## src/rtl/dmau_pkg.sv

```systemverilog
package dmau_pkg;

  localparam int ADDR_W = 12;
  localparam int NUM_PTR = 3;
  localparam int NUM_PORT = 5;

  // Access bank halves
  localparam logic [3:0] ACC_LOW_BANK = 4'h0;
  localparam logic [3:0] ACC_HIGH_BANK = 4'hf;

  // Implemented banks, one bit per bank; the rest read zero
  localparam logic [15:0] IMPL_BANKS = 16'h803f;

  // Register locations in the special function area
  localparam logic [11:0] BANK_SEL_ADDR = 12'hfe0;
  localparam logic [11:0] PTR_BASE [NUM_PTR] = '{12'hfef, 12'hfe7, 12'hfdf};

  // Port and pointer byte offsets below each pointer's base
  localparam logic [11:0] PORT_OFS [NUM_PORT] = '{12'h000, 12'h001, 12'h002, 12'h003, 12'h004};
  localparam logic [11:0] PTR_HI_OFS = 12'h005;
  localparam logic [11:0] PTR_LO_OFS = 12'h006;

  // Port kinds, index into PORT_OFS
  localparam logic [2:0] PORT_PLAIN = 3'h0;
  localparam logic [2:0] PORT_POSTDEC = 3'h1;
  localparam logic [2:0] PORT_POSTINC = 3'h2;
  localparam logic [2:0] PORT_PREINC = 3'h3;
  localparam logic [2:0] PORT_OFFSET = 3'h4;

  // Reset values
  localparam logic [3:0] BSR_RESET = 4'h0;
  localparam logic [11:0] PTR_RESET = 12'h000;

  typedef enum logic [1:0] {
    REQ_DIRECT = 2'b00,
    REQ_FULL = 2'b01,
    REQ_LOAD_BANK = 2'b10
  } dmau_req_e;

  typedef enum logic [1:0] {
    PTR_HOLD = 2'b00,
    PTR_INC = 2'b01,
    PTR_DEC = 2'b10
  } dmau_ptr_cmd_e;

endpackage : dmau_pkg

```

## src/rtl/dmau_ptr_if.sv

```systemverilog
`timescale 1ns/1ps
interface dmau_ptr_if;
  dmau_pkg::dmau_ptr_cmd_e cmd;
  logic wr_hi;
  logic wr_lo;
  logic [7:0] wdata;
  logic [11:0] value;

  modport ctrl (output cmd, output wr_hi, output wr_lo, output wdata, input value);
  modport ptr (input cmd, input wr_hi, input wr_lo, input wdata, output value);
endinterface : dmau_ptr_if

```

## src/rtl/dmau_top.sv

```systemverilog
`timescale 1ns/1ps
module dmau_top (
  // Clock and control
  input wire logic core_clk,
  input wire logic srst,
  input wire logic ce,
  // Decoder request
  input wire logic req_valid,
  input wire logic [1:0] req_kind,
  input wire logic req_rd,
  input wire logic req_wr,
  input wire logic access_bit,
  input wire logic [7:0] operand,
  input wire logic [11:0] full_addr,
  input wire logic [7:0] literal,
  input wire logic [7:0] working_reg,
  input wire logic [7:0] wdata,
  // Data RAM
  output logic [11:0] ram_addr,
  output logic ram_rd_en,
  output logic ram_wr_en,
  output logic [7:0] ram_wdata,
  input wire logic [7:0] ram_rdata,
  // Read result and state
  output logic [7:0] rd_data,
  output logic rd_valid,
  output logic [7:0] bank_select_reg
);

  typedef struct packed {
    logic [3:0] bank_select;
    logic [11:0] ram_addr;
    logic ram_rd;
    logic ram_wr;
    logic [7:0] ram_wdata;
    logic s1_rd;
    logic s1_ram;
    logic [7:0] s1_val;
    logic s2_rd;
    logic s2_ram;
    logic [7:0] s2_val;
    logic rd_valid;
    logic [7:0] rd_data;
  } dmau_top_s;

  dmau_top_s r;
  dmau_top_s n;

  dmau_pkg::dmau_ptr_cmd_e ptr_cmd [dmau_pkg::NUM_PTR];
  logic ptr_wr_hi [dmau_pkg::NUM_PTR];
  logic ptr_wr_lo [dmau_pkg::NUM_PTR];
  logic [11:0] ptr_val [dmau_pkg::NUM_PTR];

  logic take;
  logic [11:0] ea;
  logic [11:0] fa;
  logic hit;
  logic [1:0] hsel;
  logic [2:0] hmode;
  logic self_port;
  logic c_ram;
  logic c_unimpl;
  logic c_ptrwr;

  dmau_ptr_if pif [dmau_pkg::NUM_PTR] ();

  for (genvar g = 0; g < dmau_pkg::NUM_PTR; g++) begin : g_ptr
    assign pif[g].cmd = ptr_cmd[g];
    assign pif[g].wr_hi = ptr_wr_hi[g];
    assign pif[g].wr_lo = ptr_wr_lo[g];
    assign pif[g].wdata = wdata;
    assign ptr_val[g] = pif[g].value;
    dmau_ptr u_ptr (
      .core_clk(core_clk),
      .srst(srst),
      .ce(ce),
      .pif(pif[g])
    );
  end

  function automatic logic is_port(input logic [11:0] a);
    logic res;
    res = 1'b0;
    for (int i = 0; i < dmau_pkg::NUM_PTR; i++) begin
      for (int k = 0; k < dmau_pkg::NUM_PORT; k++) begin
        if (a == dmau_pkg::PTR_BASE[i] - dmau_pkg::PORT_OFS[k]) begin
          res = 1'b1;
        end
      end
    end
    return res;
  endfunction : is_port

  assign take = req_valid && ce;

  always_comb begin
    n = r;
    n.ram_rd = 1'b0;
    n.ram_wr = 1'b0;
    n.s1_rd = 1'b0;
    n.s1_ram = 1'b0;
    n.s1_val = 8'h00;
    n.s2_rd = r.s1_rd;
    n.s2_ram = r.s1_ram;
    n.s2_val = r.s1_val;
    n.rd_valid = r.s2_rd;
    n.rd_data = r.s2_ram ? ram_rdata : r.s2_val;
    c_ram = 1'b0;
    c_unimpl = 1'b0;
    c_ptrwr = 1'b0;
    for (int i = 0; i < dmau_pkg::NUM_PTR; i++) begin
      ptr_cmd[i] = dmau_pkg::PTR_HOLD;
      ptr_wr_hi[i] = 1'b0;
      ptr_wr_lo[i] = 1'b0;
    end
    // Effective operand address
    if (req_kind == dmau_pkg::REQ_FULL) begin
      ea = full_addr;
    end else if (access_bit) begin
      ea = {r.bank_select, operand};
    end else if (!operand[7]) begin
      ea = {dmau_pkg::ACC_LOW_BANK, operand};
    end else begin
      ea = {dmau_pkg::ACC_HIGH_BANK, operand};
    end
    // Port decode: five locations per pointer
    hit = 1'b0;
    hsel = 2'h0;
    hmode = dmau_pkg::PORT_PLAIN;
    for (int i = 0; i < dmau_pkg::NUM_PTR; i++) begin
      for (int k = 0; k < dmau_pkg::NUM_PORT; k++) begin
        if (ea == dmau_pkg::PTR_BASE[i] - dmau_pkg::PORT_OFS[k]) begin
          hit = 1'b1;
          hsel = 2'(i);
          hmode = 3'(k);
        end
      end
    end
    fa = ea;
    if (hit) begin
      case (hmode)
        dmau_pkg::PORT_PREINC: fa = ptr_val[hsel] + 12'h001;
        dmau_pkg::PORT_OFFSET: fa = ptr_val[hsel] + {{4{working_reg[7]}}, working_reg};
        default: fa = ptr_val[hsel];
      endcase
    end
    self_port = hit && is_port(fa);
    if (take && req_kind == dmau_pkg::REQ_LOAD_BANK) begin
      n.bank_select = literal[3:0];
    end else if (take && (req_rd || req_wr)) begin
      n.s1_rd = req_rd;
      if (self_port) begin
        n.s1_val = 8'h00;
      end else if (fa == dmau_pkg::BANK_SEL_ADDR) begin
        n.s1_val = {4'h0, r.bank_select};
        if (req_wr) begin
          n.bank_select = wdata[3:0];
        end
      end else if (!dmau_pkg::IMPL_BANKS[fa[11:8]]) begin
        c_unimpl = 1'b1;
      end else begin
        c_ram = 1'b1;
        for (int j = 0; j < dmau_pkg::NUM_PTR; j++) begin
          if (fa == dmau_pkg::PTR_BASE[j] - dmau_pkg::PTR_HI_OFS) begin
            c_ram = 1'b0;
            n.s1_val = {4'h0, ptr_val[j][11:8]};
            ptr_wr_hi[j] = req_wr;
          end
          if (fa == dmau_pkg::PTR_BASE[j] - dmau_pkg::PTR_LO_OFS) begin
            c_ram = 1'b0;
            n.s1_val = ptr_val[j][7:0];
            ptr_wr_lo[j] = req_wr;
          end
        end
        if (c_ram) begin
          n.ram_addr = fa;
          n.ram_rd = req_rd;
          n.ram_wr = req_wr;
          n.ram_wdata = wdata;
          n.s1_ram = req_rd;
        end
      end
      // Pointer steps even when the target is itself a port
      if (hit) begin
        case (hmode)
          dmau_pkg::PORT_POSTDEC: ptr_cmd[hsel] = dmau_pkg::PTR_DEC;
          dmau_pkg::PORT_POSTINC: ptr_cmd[hsel] = dmau_pkg::PTR_INC;
          dmau_pkg::PORT_PREINC: ptr_cmd[hsel] = dmau_pkg::PTR_INC;
          default: ptr_cmd[hsel] = dmau_pkg::PTR_HOLD;
        endcase
      end
    end
    for (int j = 0; j < dmau_pkg::NUM_PTR; j++) begin
      if (ptr_wr_hi[j] || ptr_wr_lo[j]) begin
        c_ptrwr = 1'b1;
      end
    end
  end

  always_ff @(posedge core_clk) begin
    if (srst) begin
      r <= '0;
      r.bank_select <= dmau_pkg::BSR_RESET;
    end else if (ce) begin
      r <= n;
    end
  end

  assign ram_addr = r.ram_addr;
  assign ram_rd_en = r.ram_rd;
  assign ram_wr_en = r.ram_wr;
  assign ram_wdata = r.ram_wdata;
  assign rd_data = r.rd_data;
  assign rd_valid = r.rd_valid;
  assign bank_select_reg = {4'h0, r.bank_select};
endmodule : dmau_top

```

## src/rtl/dmau_ptr.sv

```systemverilog
`timescale 1ns/1ps
module dmau_ptr (
  // Clock and control
  input wire logic core_clk,
  input wire logic srst,
  input wire logic ce,
  // Pointer control
  dmau_ptr_if.ptr pif
);

  typedef struct packed {
    logic [11:0] ptr;
  } dmau_ptr_s;

  dmau_ptr_s r;
  dmau_ptr_s n;

  always_comb begin
    n = r;
    // A register write beats the auto step
    if (pif.wr_hi || pif.wr_lo) begin
      if (pif.wr_hi) begin
        n.ptr[11:8] = pif.wdata[3:0];
      end
      if (pif.wr_lo) begin
        n.ptr[7:0] = pif.wdata;
      end
    end else if (pif.cmd == dmau_pkg::PTR_INC) begin
      n.ptr = r.ptr + 12'h001;
    end else if (pif.cmd == dmau_pkg::PTR_DEC) begin
      n.ptr = r.ptr - 12'h001;
    end
  end

  always_ff @(posedge core_clk) begin
    if (srst) begin
      r.ptr <= dmau_pkg::PTR_RESET;
    end else if (ce) begin
      r <= n;
    end
  end

  assign pif.value = r.ptr;

endmodule : dmau_ptr

```

## config.mk

```make
export PLATFORM = sky130hd
export DESIGN_NAME = dmau_top
export DESIGN_NICKNAME = d
export VERILOG_FILES = /design/src/rtl/dmau_pkg.sv /design/src/rtl/dmau_ptr_if.sv /design/src/rtl/dmau_top.sv /design/src/rtl/dmau_ptr.sv
export SDC_FILE = /design/constraint.sdc
export NUM_CORES = 1
export LEC_CHECK = 0
export ABC_AREA = 1
export BUFFER_PORTS_ARGS = -buffer_cell sky130_fd_sc_hd__buf_2
export CAP_MARGIN = 20
export CORE_ASPECT_RATIO = 1.5
export CORE_MARGIN = 5
export CORE_UTILIZATION = 45
export DETAILED_ROUTE_END_ITERATION = 10
export PLACE_DENSITY = 0.68
export SLEW_MARGIN = 15
export SYNTH_ARGS = -nofsm -noshare
export SYNTH_HDL_FRONTEND = slang
export SYNTH_SLANG_ARGS = --single-unit
```

## constraint.sdc

```tcl
create_clock -name core_clk -period 5.45 [get_ports core_clk]
set_input_delay 0.2725 -clock core_clk [delete_from_list [all_inputs] [get_ports core_clk]]
set_output_delay 0.2725 -clock core_clk [all_outputs]
set_load 0.01 [all_outputs]
```

==> results by group, run 1 <==
Detailed routing
  • DRC errors left: 0
  • DR WL met2: 12540 um
  • Remaining antenna violation count after routing: 0
  • Met1 WL: 9849 um
  • DR iter-0 viols: 520
  • Avg WL per Cell: 15.77 um
  • Post-Route WL: ~25000 um
  • Drt first pass iters: 5
  • DR vias: slightly above 8000
  • Highest routed layer: met4
  • Vias per cell: 5.287
  • Wire length on met3: 956 um

Worst setup path
  • CP max stage delay: 0.45 ns
  • R2r startpoint: bank_select_reg[0]
  • R2R cell count: 33
  • Crit path kind: reg -> reg
  • Worst path slowest cell: fa_1
  • CP endpoint kind: flop
  • Nature of the critical path startpoint: flop
  • Crit path DAT: about 5.3 ns
  • Worst setup path start: bank_select_reg[0]
  • CP Max Fanout: 19
  • Required time worst endpoint: 5.70 ns
  • CP dominant cell by count: nand2_1

STA
  • Max Slew Vio Count: 0
  • Final min period: 5.045 ns
  • Worst slew pin tran: 0.6194 ns
  • Highest Clock Rate: 0.1982 GHz
  • Post-route setup TNS: 0 ns
  • Min Hold Slack: 0.1680 ns
  • Setup violation total in the final timing report: 0
  • Clk_skew: just over 0.007 ns
  • Slew Limit Headroom: 58.66%
  • Final Hold Fails: 0
  • Final worst-path cycle share: slightly above 90%

Power
  • Clock power share: a little over two fifths
  • Switching pwr: 0.0004633 W
  • Comb pwr share: between 10% and 20%
  • Sw frac: 30.25%
  • Tot Pwr: 0.001532 W
  • Cell Pwr Density: ~170 mW/mm^2
  • Sequential share of power: around 45%
  • Leak pwr: approximately 4.6 nW
  • Worst vdd ir: between 0.1 and 0.15 mV
  • Int Pwr: 0.001068 W

GRT
  • Largest net degree at the start of global routing: 57
  • Number of global-route vias before repair: just under 8000
  • Gr ovfl total: 0
  • Total track usage: 23.52%
  • Initial antenna violation count: 0
  • First-pass GRT wire length: a little under 40000 um

Layout
  • Final instance area: 0.008842 sq mm
  • Commonest non-fill, non-tap cell in the layout: nand2_1
  • ANT cells: 0
  • Max reg flops: 36
  • Nets: 1455
  • Area grow syn2layout: 8.924%
  • Post-Layout Cell Count: 1568
  • Share of cells above drive strength 1: 16.21%
  • Most frequent cells in the layout: 375 x nand2_1, 142 x nor2_1, 131 x inv_1

Floorplanning
  • Die Height: 174.5 um
  • I/O pins: 100
  • Initial Utilization: between 40% and 50%
  • Core Footprint: 0.01787 sq mm
  • Area of the die: between 0.02 and 0.025 sq mm
  • Die Span X: 119.7 um
  • Standard-cell row count: 60

Worst hold path
  • Hold wc startpoint: literal[3]
  • Hold path depth: 3
  • Worst Hold Class: in -> reg

Yosys
  • Post-synthesis sequential area ratio: 22.19%
  • Top cells by area, synth: dfxtp_1 22%, nand2_1 17%, ha_1 6.8%
  • Mapped Cells: 1301
  • Synth Register Bits: 90
  • Leading area contributor after synthesis: dfxtp_1
  • Yosys warning total: 0
  • Mapped Area: 0.008118 sq mm
  • Main synth FF type: dfxtp_1
  • Post-synth cell types: 45
  • Async set-reset flop share out of synthesis: 0%
  • Post-synth EDFFs: 0
  • Share of the synthesized area in the top cell type: roughly 22%
  • Mean Syn Cell Area: 6.240 sq um

Placed design
  • Dpl cells: around 1500
  • Number of port buffers: 91
  • DP Area: 0.008424 sq mm
  • Routability cong.: 1.024
  • Dpl hpwl: 19690 um

Job
  • Max_cap viols: 0

Clock tree
  • Root Buffer: clkbuf_16
  • CTS clock-pin slew for the worst setup and hold paths: 0.08 ns
  • Htree depth: 3
  • TritonCTS clock tree: done
  • Clk sinks: 90
  • Num CTS Buffers: 9
  • Clk Latency, worst-skew pair: about 0.35 ns
  • Max Buffers Root-to-Sink: 2

Run status
  • Status: complete, no violations
[critical path: cells and delay by family (launching register included)]
kind	cells	cell delay (ns)
AOI/OAI and AO/OA	4	0.57
adders and majority gates	2	0.67
and+or+nand+nor	22	2.53
DFF	1	0.41
buffers and inverters	5	0.76
[metrics by stage]
stage,setup WS (ns),utilization [%]
final,0.4054,49.49
after global routing,-0.03042,49.49
after CTS,0.4305,48.81
after detailed placement,0.1115,47.15
after global placement,0.1857,47.15
after floorplan,1.194,-
[cells by family after synthesis]
group / synth area share (%)
compound gates: 14.61
xor+xnor: 4.208
fa+ha+maj: 7.768
buf+inv: 13.19
flops: 22.19
other cells: 0.04619
simple gates: 37.98
[worst paths after layout]
check,end,slack (ns)
hold / removal,bank_select_reg[3],0.17
setup / recovery,g_ptr[0].u_ptr.pif.value[11],0.41
hold reg to reg,ram_wr_en,0.47
setup reg to reg,g_ptr[0].u_ptr.pif.value[11],0.41
[final cells by class]
class,count,area [sq um]
clock buffer,9,225.2
clock inverter,7,71.32
fill,1892,9025
inverter,143,536.8
multi-input combinational,994,5339
sequential,90,1803
tap,217,271.5
timing repair buffer,108,595.6
[power by group through the flow]
stage	Clock (W)	Combinational [W]	Sequential, W
floorplan	0	0.000153	0.000701
global placement	0	0.000200	0.000707
detailed placement	0	0.000201	0.000706
CTS	0.000651	0.000203	0.000691
global route	0.000676	0.000229	0.000694
finish	0.000637	0.000204	0.000691
[cell usage after synthesis (all sizes together), types with 3 or more instances]
cell / n
a21oi: 74
a31oi: 17
buf: 64
clkbuf: 13
clkinv: 3
dfxtp: 90
fa: 4
ha: 44
inv: 140
nand2: 411
nand3: 92
nand3b: 3
nand4: 11
nor2: 158
nor3: 8
o211ai: 8
o21ai: 108
o221ai: 3
or2: 3
xnor2: 16
xor2: 23
[per-layer routing]
layer,track usage (%),up-vias
li1,-,4236
met1,27.10,3759
met2,42.05,223
met3,2.637,72
met4,12.76,0
met5,0,-
[timing repair]
| item | CTS | global route |
|---|---|---|
| hold buffers | 0 | 0 |
| endpoints found under the setup margin | 0 | 52 |
| buffers inserted | 0 | 5 |
| gates resized for setup | 0 | 15 |
Power figures use the tool's default switching activity.
==> run 2: changes to the inputs <==
Settings changed: RECOVER_POWER set to 50, REMOVE_ABC_BUFFERS set to 1.
==> run 2 against run 1 <==
  * Via count is 1.1% lower
  * Critical path depth stayed put
  * Flip-flop and latch count stayed put
  * Utilization is 0.71 points lower
  * Setup slack better by 0.045 ns
  * Critical path type unchanged
  * Largest power group unchanged
  * Highest routed layer unchanged
==> results by group, run 2 (synthesized netlist as in run 1, its figures left out) <==
Placed design
  • Routability cong.: 0.9997
  • Pre-CTS setup slack: between 0.06 and 0.07 ns
  • DP Area: about 0.0084 sq mm
  • Dpl hpwl: around 19000 um
  • Number of port buffers: about 90

Worst setup path
  • Crit path kind: reg -> reg
  • Worst path slowest cell: dfxtp_1
  • CP dominant cell by count: nand2_1
  • Top delay family on crit path: simple AND/OR/NAND/NOR gates
  • CP max stage delay: roughly 0.43 ns
  • Crit path DAT: 5.25 ns
  • Required time worst endpoint: 5.70 ns
  • CP endpoint kind: flop
  • Critical path buffers and inverters: 2
  • Nature of the critical path startpoint: flop
  • CP Max Fanout: 15

STA
  • Min Hold Slack: 0.2016 ns
  • Final setup margin: 0.4499 ns
  • Slew Limit Headroom: a little under 50%
  • Setup violation total in the final timing report: 0
  • Clk_skew: 0.01288 ns
  • Final min period: 5.000 ns
  • Final Hold Fails: 0
  • Worst slew pin tran: roughly 0.77 ns
  • Max Slew Vio Count: 0
  • Highest Clock Rate: 0.2000 GHz
  • Final worst-path cycle share: 91.74%

GRT
  • First-pass GRT wire length: 38230 um
  • Gr ovfl total: 0
  • Initial antenna violation count: 0
  • Largest net degree at the start of global routing: 78
  • Total track usage: between 20% and 30%
  • Number of global-route vias before repair: about 7500

Power
  • Leak pwr: 4.445 nW
  • Worst vdd ir: 0.1349 mV
  • Cell Pwr Density: 178.0 mW/mm^2

Layout
  • Share of cells above drive strength 1: a little over an eighth
  • Nets: approximately 1400
  • ANT cells: 0
  • Area grow syn2layout: 7.367%
  • Commonest non-fill, non-tap cell in the layout: nand2_1
  • Most frequent cells in the layout: 376 x nand2_1, 142 x nor2_1, 131 x inv_1
  • Final instance area: 0.008716 sq mm
  • Max reg flops: 36
  • Fill count: between 1500 and 2000

Clock tree
  • Clk sinks: 90
  • Num CTS Buffers: 9
  • Clk Latency, worst-skew pair: between 0.3 and 0.4 ns
  • Root Buffer: clkbuf_16
  • Max Buffers Root-to-Sink: 2
  • TritonCTS clock tree: done
  • Hold_buf cts: 0
  • CTS clock-pin slew for the worst setup and hold paths: 0.08 ns
  • Htree depth: 3

Run status
  • Status: complete, no violations

Detailed routing
  • DRC errors left: 0
  • Drt first pass iters: 6
  • Remaining antenna violation count after routing: 0
  • DR iter-0 viols: 571
  • Post-Route WL: 23990 um
  • Vias per cell: approximately 5.3
  • Avg WL per Cell: 15.37 um
  • DR vias: 8196

Floorplanning
  • Standard-cell row count: 60
  • Initial Utilization: between 40% and 50%
  • Die Height: 174.5 um
  • Die Span X: between 100 and 150 um
  • Core Footprint: about 0.018 sq mm
  • I/O pins: 100
  • Area of the die: 0.02088 sq mm

Worst hold path
  • Worst Hold Class: in -> reg

Job
  • Max_cap viols: 0
## run 2: per-stage QoR
| step | std cells | power, W | setup TNS, ns | utilization, % |
|---|---|---|---|---|
| 4_1_cts | 1561 | 0.001562 | 0 | 48.82 |
| 6_report | 1561 | 0.001552 | 0 | 48.78 |
| 3_3_place_gp | 1545 | 0.0009084 | 0 | 47.14 |
| 2_1_floorplan | 1227 | 0.0008198 | 0 | - |
| 3_5_place_dp | 1545 | 0.0009105 | 0 | 47.14 |
| 5_1_grt | 1561 | 0.001618 | -0.04038 | 48.78 |
## run 2: final timing paths
check	startpoint	end	slack [ns]	cells past startpoint
hold / removal	literal[2]	bank_select_reg[2]	0.20	3
setup reg to reg	bank_select_reg[0]	g_ptr[0].u_ptr.pif.value[0]	0.45	33
hold reg to reg	n[11]	n[11]	0.47	2
setup / recovery	bank_select_reg[0]	g_ptr[0].u_ptr.pif.value[0]	0.45	33
## run 2: cell type report
type	instances	area [sq um]	share of cell area [%]
Clock buffer	9	225.2	2.584
Clock inverter	7	76.32	0.8757
Multi-Input combinational cell	994	5294	60.74
Tap cell	217	271.5	3.115
Timing Repair Buffer	101	510.5	5.857
Sequential cell	90	1802	20.67
Inverter	143	536.8	6.158
## run 2: worst register-to-register path: cells and delay by family (launching register included)
| family | cells | cell delay, ns |
|---|---|---|
| simple gates | 24 | 2.84 |
| compound gates | 6 | 1.05 |
| flops | 1 | 0.43 |
| fa+ha+maj | 1 | 0.37 |
| buf+inv | 2 | 0.23 |
## run 2: report_power, final
part | switching (W) | internal, W
combinational | 0.000139 | 0.0000630
sequential | 0.0000117 | 0.000678
clock | 0.000331 | 0.000330
## run 2: layer usage
layer | global-route usage [%] | vias up | wire length (um)
met5 | 0 | - | 0
met4 | 10.18 | 0 | 1047
met3 | 2.539 | 69 | 1026
met2 | 41.44 | 227 | 12090
met1 | 26.22 | 3679 | 9832
li1 | - | 4221 | -
## run 2: repair_timing
action,in CTS,in global routing
buffers inserted,0,0
setup endpoints to repair,0,36
resized for setup,0,6
==> run 3: changes to the inputs <==
Settings changed: PLACE_DENSITY 0.68 to not set.
==> run 3 against run 2 <==
  * First-iteration DRC count decreased by 27%
  * Cell area increased by 0.99%
  * Sequential share of layout area shrank 0.20 points
  * Critical path depth down 1
  * Worst hold slack worse by 0.011 ns
  * Clock skew shrank 0.00055 ns
  * Cell count grew 0.83%
  * Non-clock buffer count grew 13
  * Combinational power up 2%
==> results by group, run 3 (synthesized netlist as in run 1, its figures left out) <==
Run status
  • Status: complete, no violations

STA
  • Highest Clock Rate: between 0.15 and 0.2 GHz
  • Final min period: approximately 5 ns
  • Final Hold Fails: 0
  • Slew Limit Headroom: approximately three fifths
  • Max Slew Vio Count: 0
  • Clk_skew: 0.01233 ns
  • Post-route setup TNS: 0 ns
  • RSZ-0062 raised after global routing: no
  • Final worst-path cycle share: 92.37%
  • Worst slew pin tran: approximately 0.63 ns
  • Setup violation total in the final timing report: 0

Clock tree
  • Root Buffer: clkbuf_16
  • Max Buffers Root-to-Sink: 2
  • CTS clock-pin slew for the worst setup and hold paths: 0.08 ns
  • Num CTS Buffers: 9
  • TritonCTS clock tree: done
  • Hold_buf cts: 0
  • Htree depth: 3
  • Clk Latency, worst-skew pair: 0.36 ns
  • Clk sinks: 90

Layout
  • Area grow syn2layout: 8.431%
  • Post-Layout Cell Count: 1574
  • Commonest non-fill, non-tap cell in the layout: nand2_1
  • ANT cells: 0
  • Share of cells above drive strength 1: 13.71%
  • Nets: approximately 1500
  • Most frequent cells in the layout: 376 x nand2_1, 142 x nor2_1, 132 x inv_1
  • Max reg flops: 36

Power
  • Int Pwr: 0.001070 W
  • Sequential share of power: 44.6%
  • Switching pwr: approximately 0.00047 W
  • Comb pwr share: a little over an eighth
  • Leak pwr: 4.506 nW
  • Worst vdd ir: 0.1305 mV
  • Cell Pwr Density: between 150 and 200 mW/mm^2
  • Sw frac: ~31%
  • Clock power share: 42.1%

Floorplanning
  • I/O pins: 100
  • Core Footprint: 0.01787 sq mm
  • Standard-cell row count: 60
  • Initial Utilization: 45.43%
  • Die Height: 174.5 um
  • Area of the die: about 0.021 sq mm
  • Die Span X: 119.7 um

GRT
  • First-pass GRT wire length: 39430 um
  • Total track usage: 23.76%
  • Initial antenna violation count: 0
  • Largest net degree at the start of global routing: 43
  • Gr ovfl total: 0
  • Number of global-route vias before repair: 7705

Worst setup path
  • Nature of the critical path startpoint: flop
  • CP Max Fanout: 16
  • Worst Setup EP: ram_wdata[3]
  • RR Endpoint: ram_wdata[3]
  • Worst path slowest cell: dfxtp_1
  • Crit path DAT: 5.32 ns
  • R2R Setup Slk: 0.42 ns
  • Crit path kind: reg -> reg
  • Worst setup path start: bank_select_reg[0]
  • CP max stage delay: 0.42 ns
  • R2R cell count: 32
  • Required time worst endpoint: 5.74 ns
  • CP endpoint kind: flop
  • CP dominant cell by count: nand2_2
  • R2r startpoint: bank_select_reg[0]

Job
  • Max_cap viols: 0

Detailed routing
  • Remaining antenna violation count after routing: 0
  • Avg WL per Cell: roughly 16 um
  • Vias per cell: just over 5
  • DRC errors left: 0
  • DR vias: 8074
  • DR iter-0 viols: 414
  • Post-Route WL: roughly 25000 um
  • Drt first pass iters: 5

Placed design
  • Number of port buffers: 91
  • Dpl cells: 1555
  • Dpl hpwl: 20290 um
  • Routability cong.: 0.9570

Worst hold path
  • Worst Hold Class: in -> reg
## run 3: timing repair
action                     CTS  global route
setup endpoints to repair    0            28
resized for setup            0             4
buffers inserted             0             3
## run 3: cell type report
cell class / instances / area [sq um]
clock inverter: 7 / 81.33
inverter: 143 / 536.8
fill: 2025 / 9065
multi-input combinational: 994 / 5285
timing repair buffer: 114 / 600.6
clock buffer: 9 / 225.2
tap: 217 / 271.5
sequential: 90 / 1802
## run 3: how the worst min path moves through the flow
stage,startpoint,end,depth (start not counted)
2_1_floorplan,srst,n[10],1
3_3_place_gp,n[12],n[12],2
3_5_place_dp,n[11],n[11],2
4_1_cts,literal[1],bank_select_reg[1],3
5_1_grt,literal[1],bank_select_reg[1],3
6_report,literal[1],bank_select_reg[1],3
## run 3: worst max-delay path: cells and delay by family (launching register included)
| family | cells | cell delay, ns |
|---|---|---|
| AND/OR/NAND/NOR | 22 | 2.95 |
| AO/OA/AOI/OAI | 2 | 0.24 |
| adder cells (fa/ha/maj) | 1 | 0.37 |
| XOR/XNOR | 1 | 0.18 |
| buffers and inverters | 6 | 0.80 |
| flip-flops | 1 | 0.42 |
## run 3: power by group through the flow
stage / Clock [W] / Sequential [W] / Combinational [W]
2_1_floorplan: 0 / 0.000711 / 0.000109
3_3_place_gp: 0 / 0.000704 / 0.000210
3_5_place_dp: 0 / 0.000704 / 0.000211
4_1_cts: 0.000667 / 0.000689 / 0.000212
5_1_grt: 0.000694 / 0.000692 / 0.000229
6_report: 0.000650 / 0.000689 / 0.000206
## run 3: stage by stage
stage	setup WS, ns	total power [W]	util, %	instance area (sq um)	hold slack, ns
after floorplan	0.4659	0.0008198	-	7595	0.3416
after global placement	0.1145	0.0009141	47.56	8497	0.4553
after global routing	0.03711	0.001615	49.26	8802	0.1950
after CTS	0.3897	0.001568	49.27	8803	0.1825
after detailed placement	0.08213	0.0009156	47.56	8497	0.4557
final	0.4158	0.001545	49.26	8802	0.1901
## run 3: metal layers
layer | wire [um] | part of all wire (%) | GRT usage (%) | vias up
li1 | - | - | - | 4256
met2 | 13000 | 52 | 44.43 | 176
met1 | 10390 | 41 | 27.35 | 3598
met3 | 875 | 3.5 | 3.353 | 44
met4 | 792 | 3.2 | 7.979 | 0
met5 | 0 | 0 | 0 | -
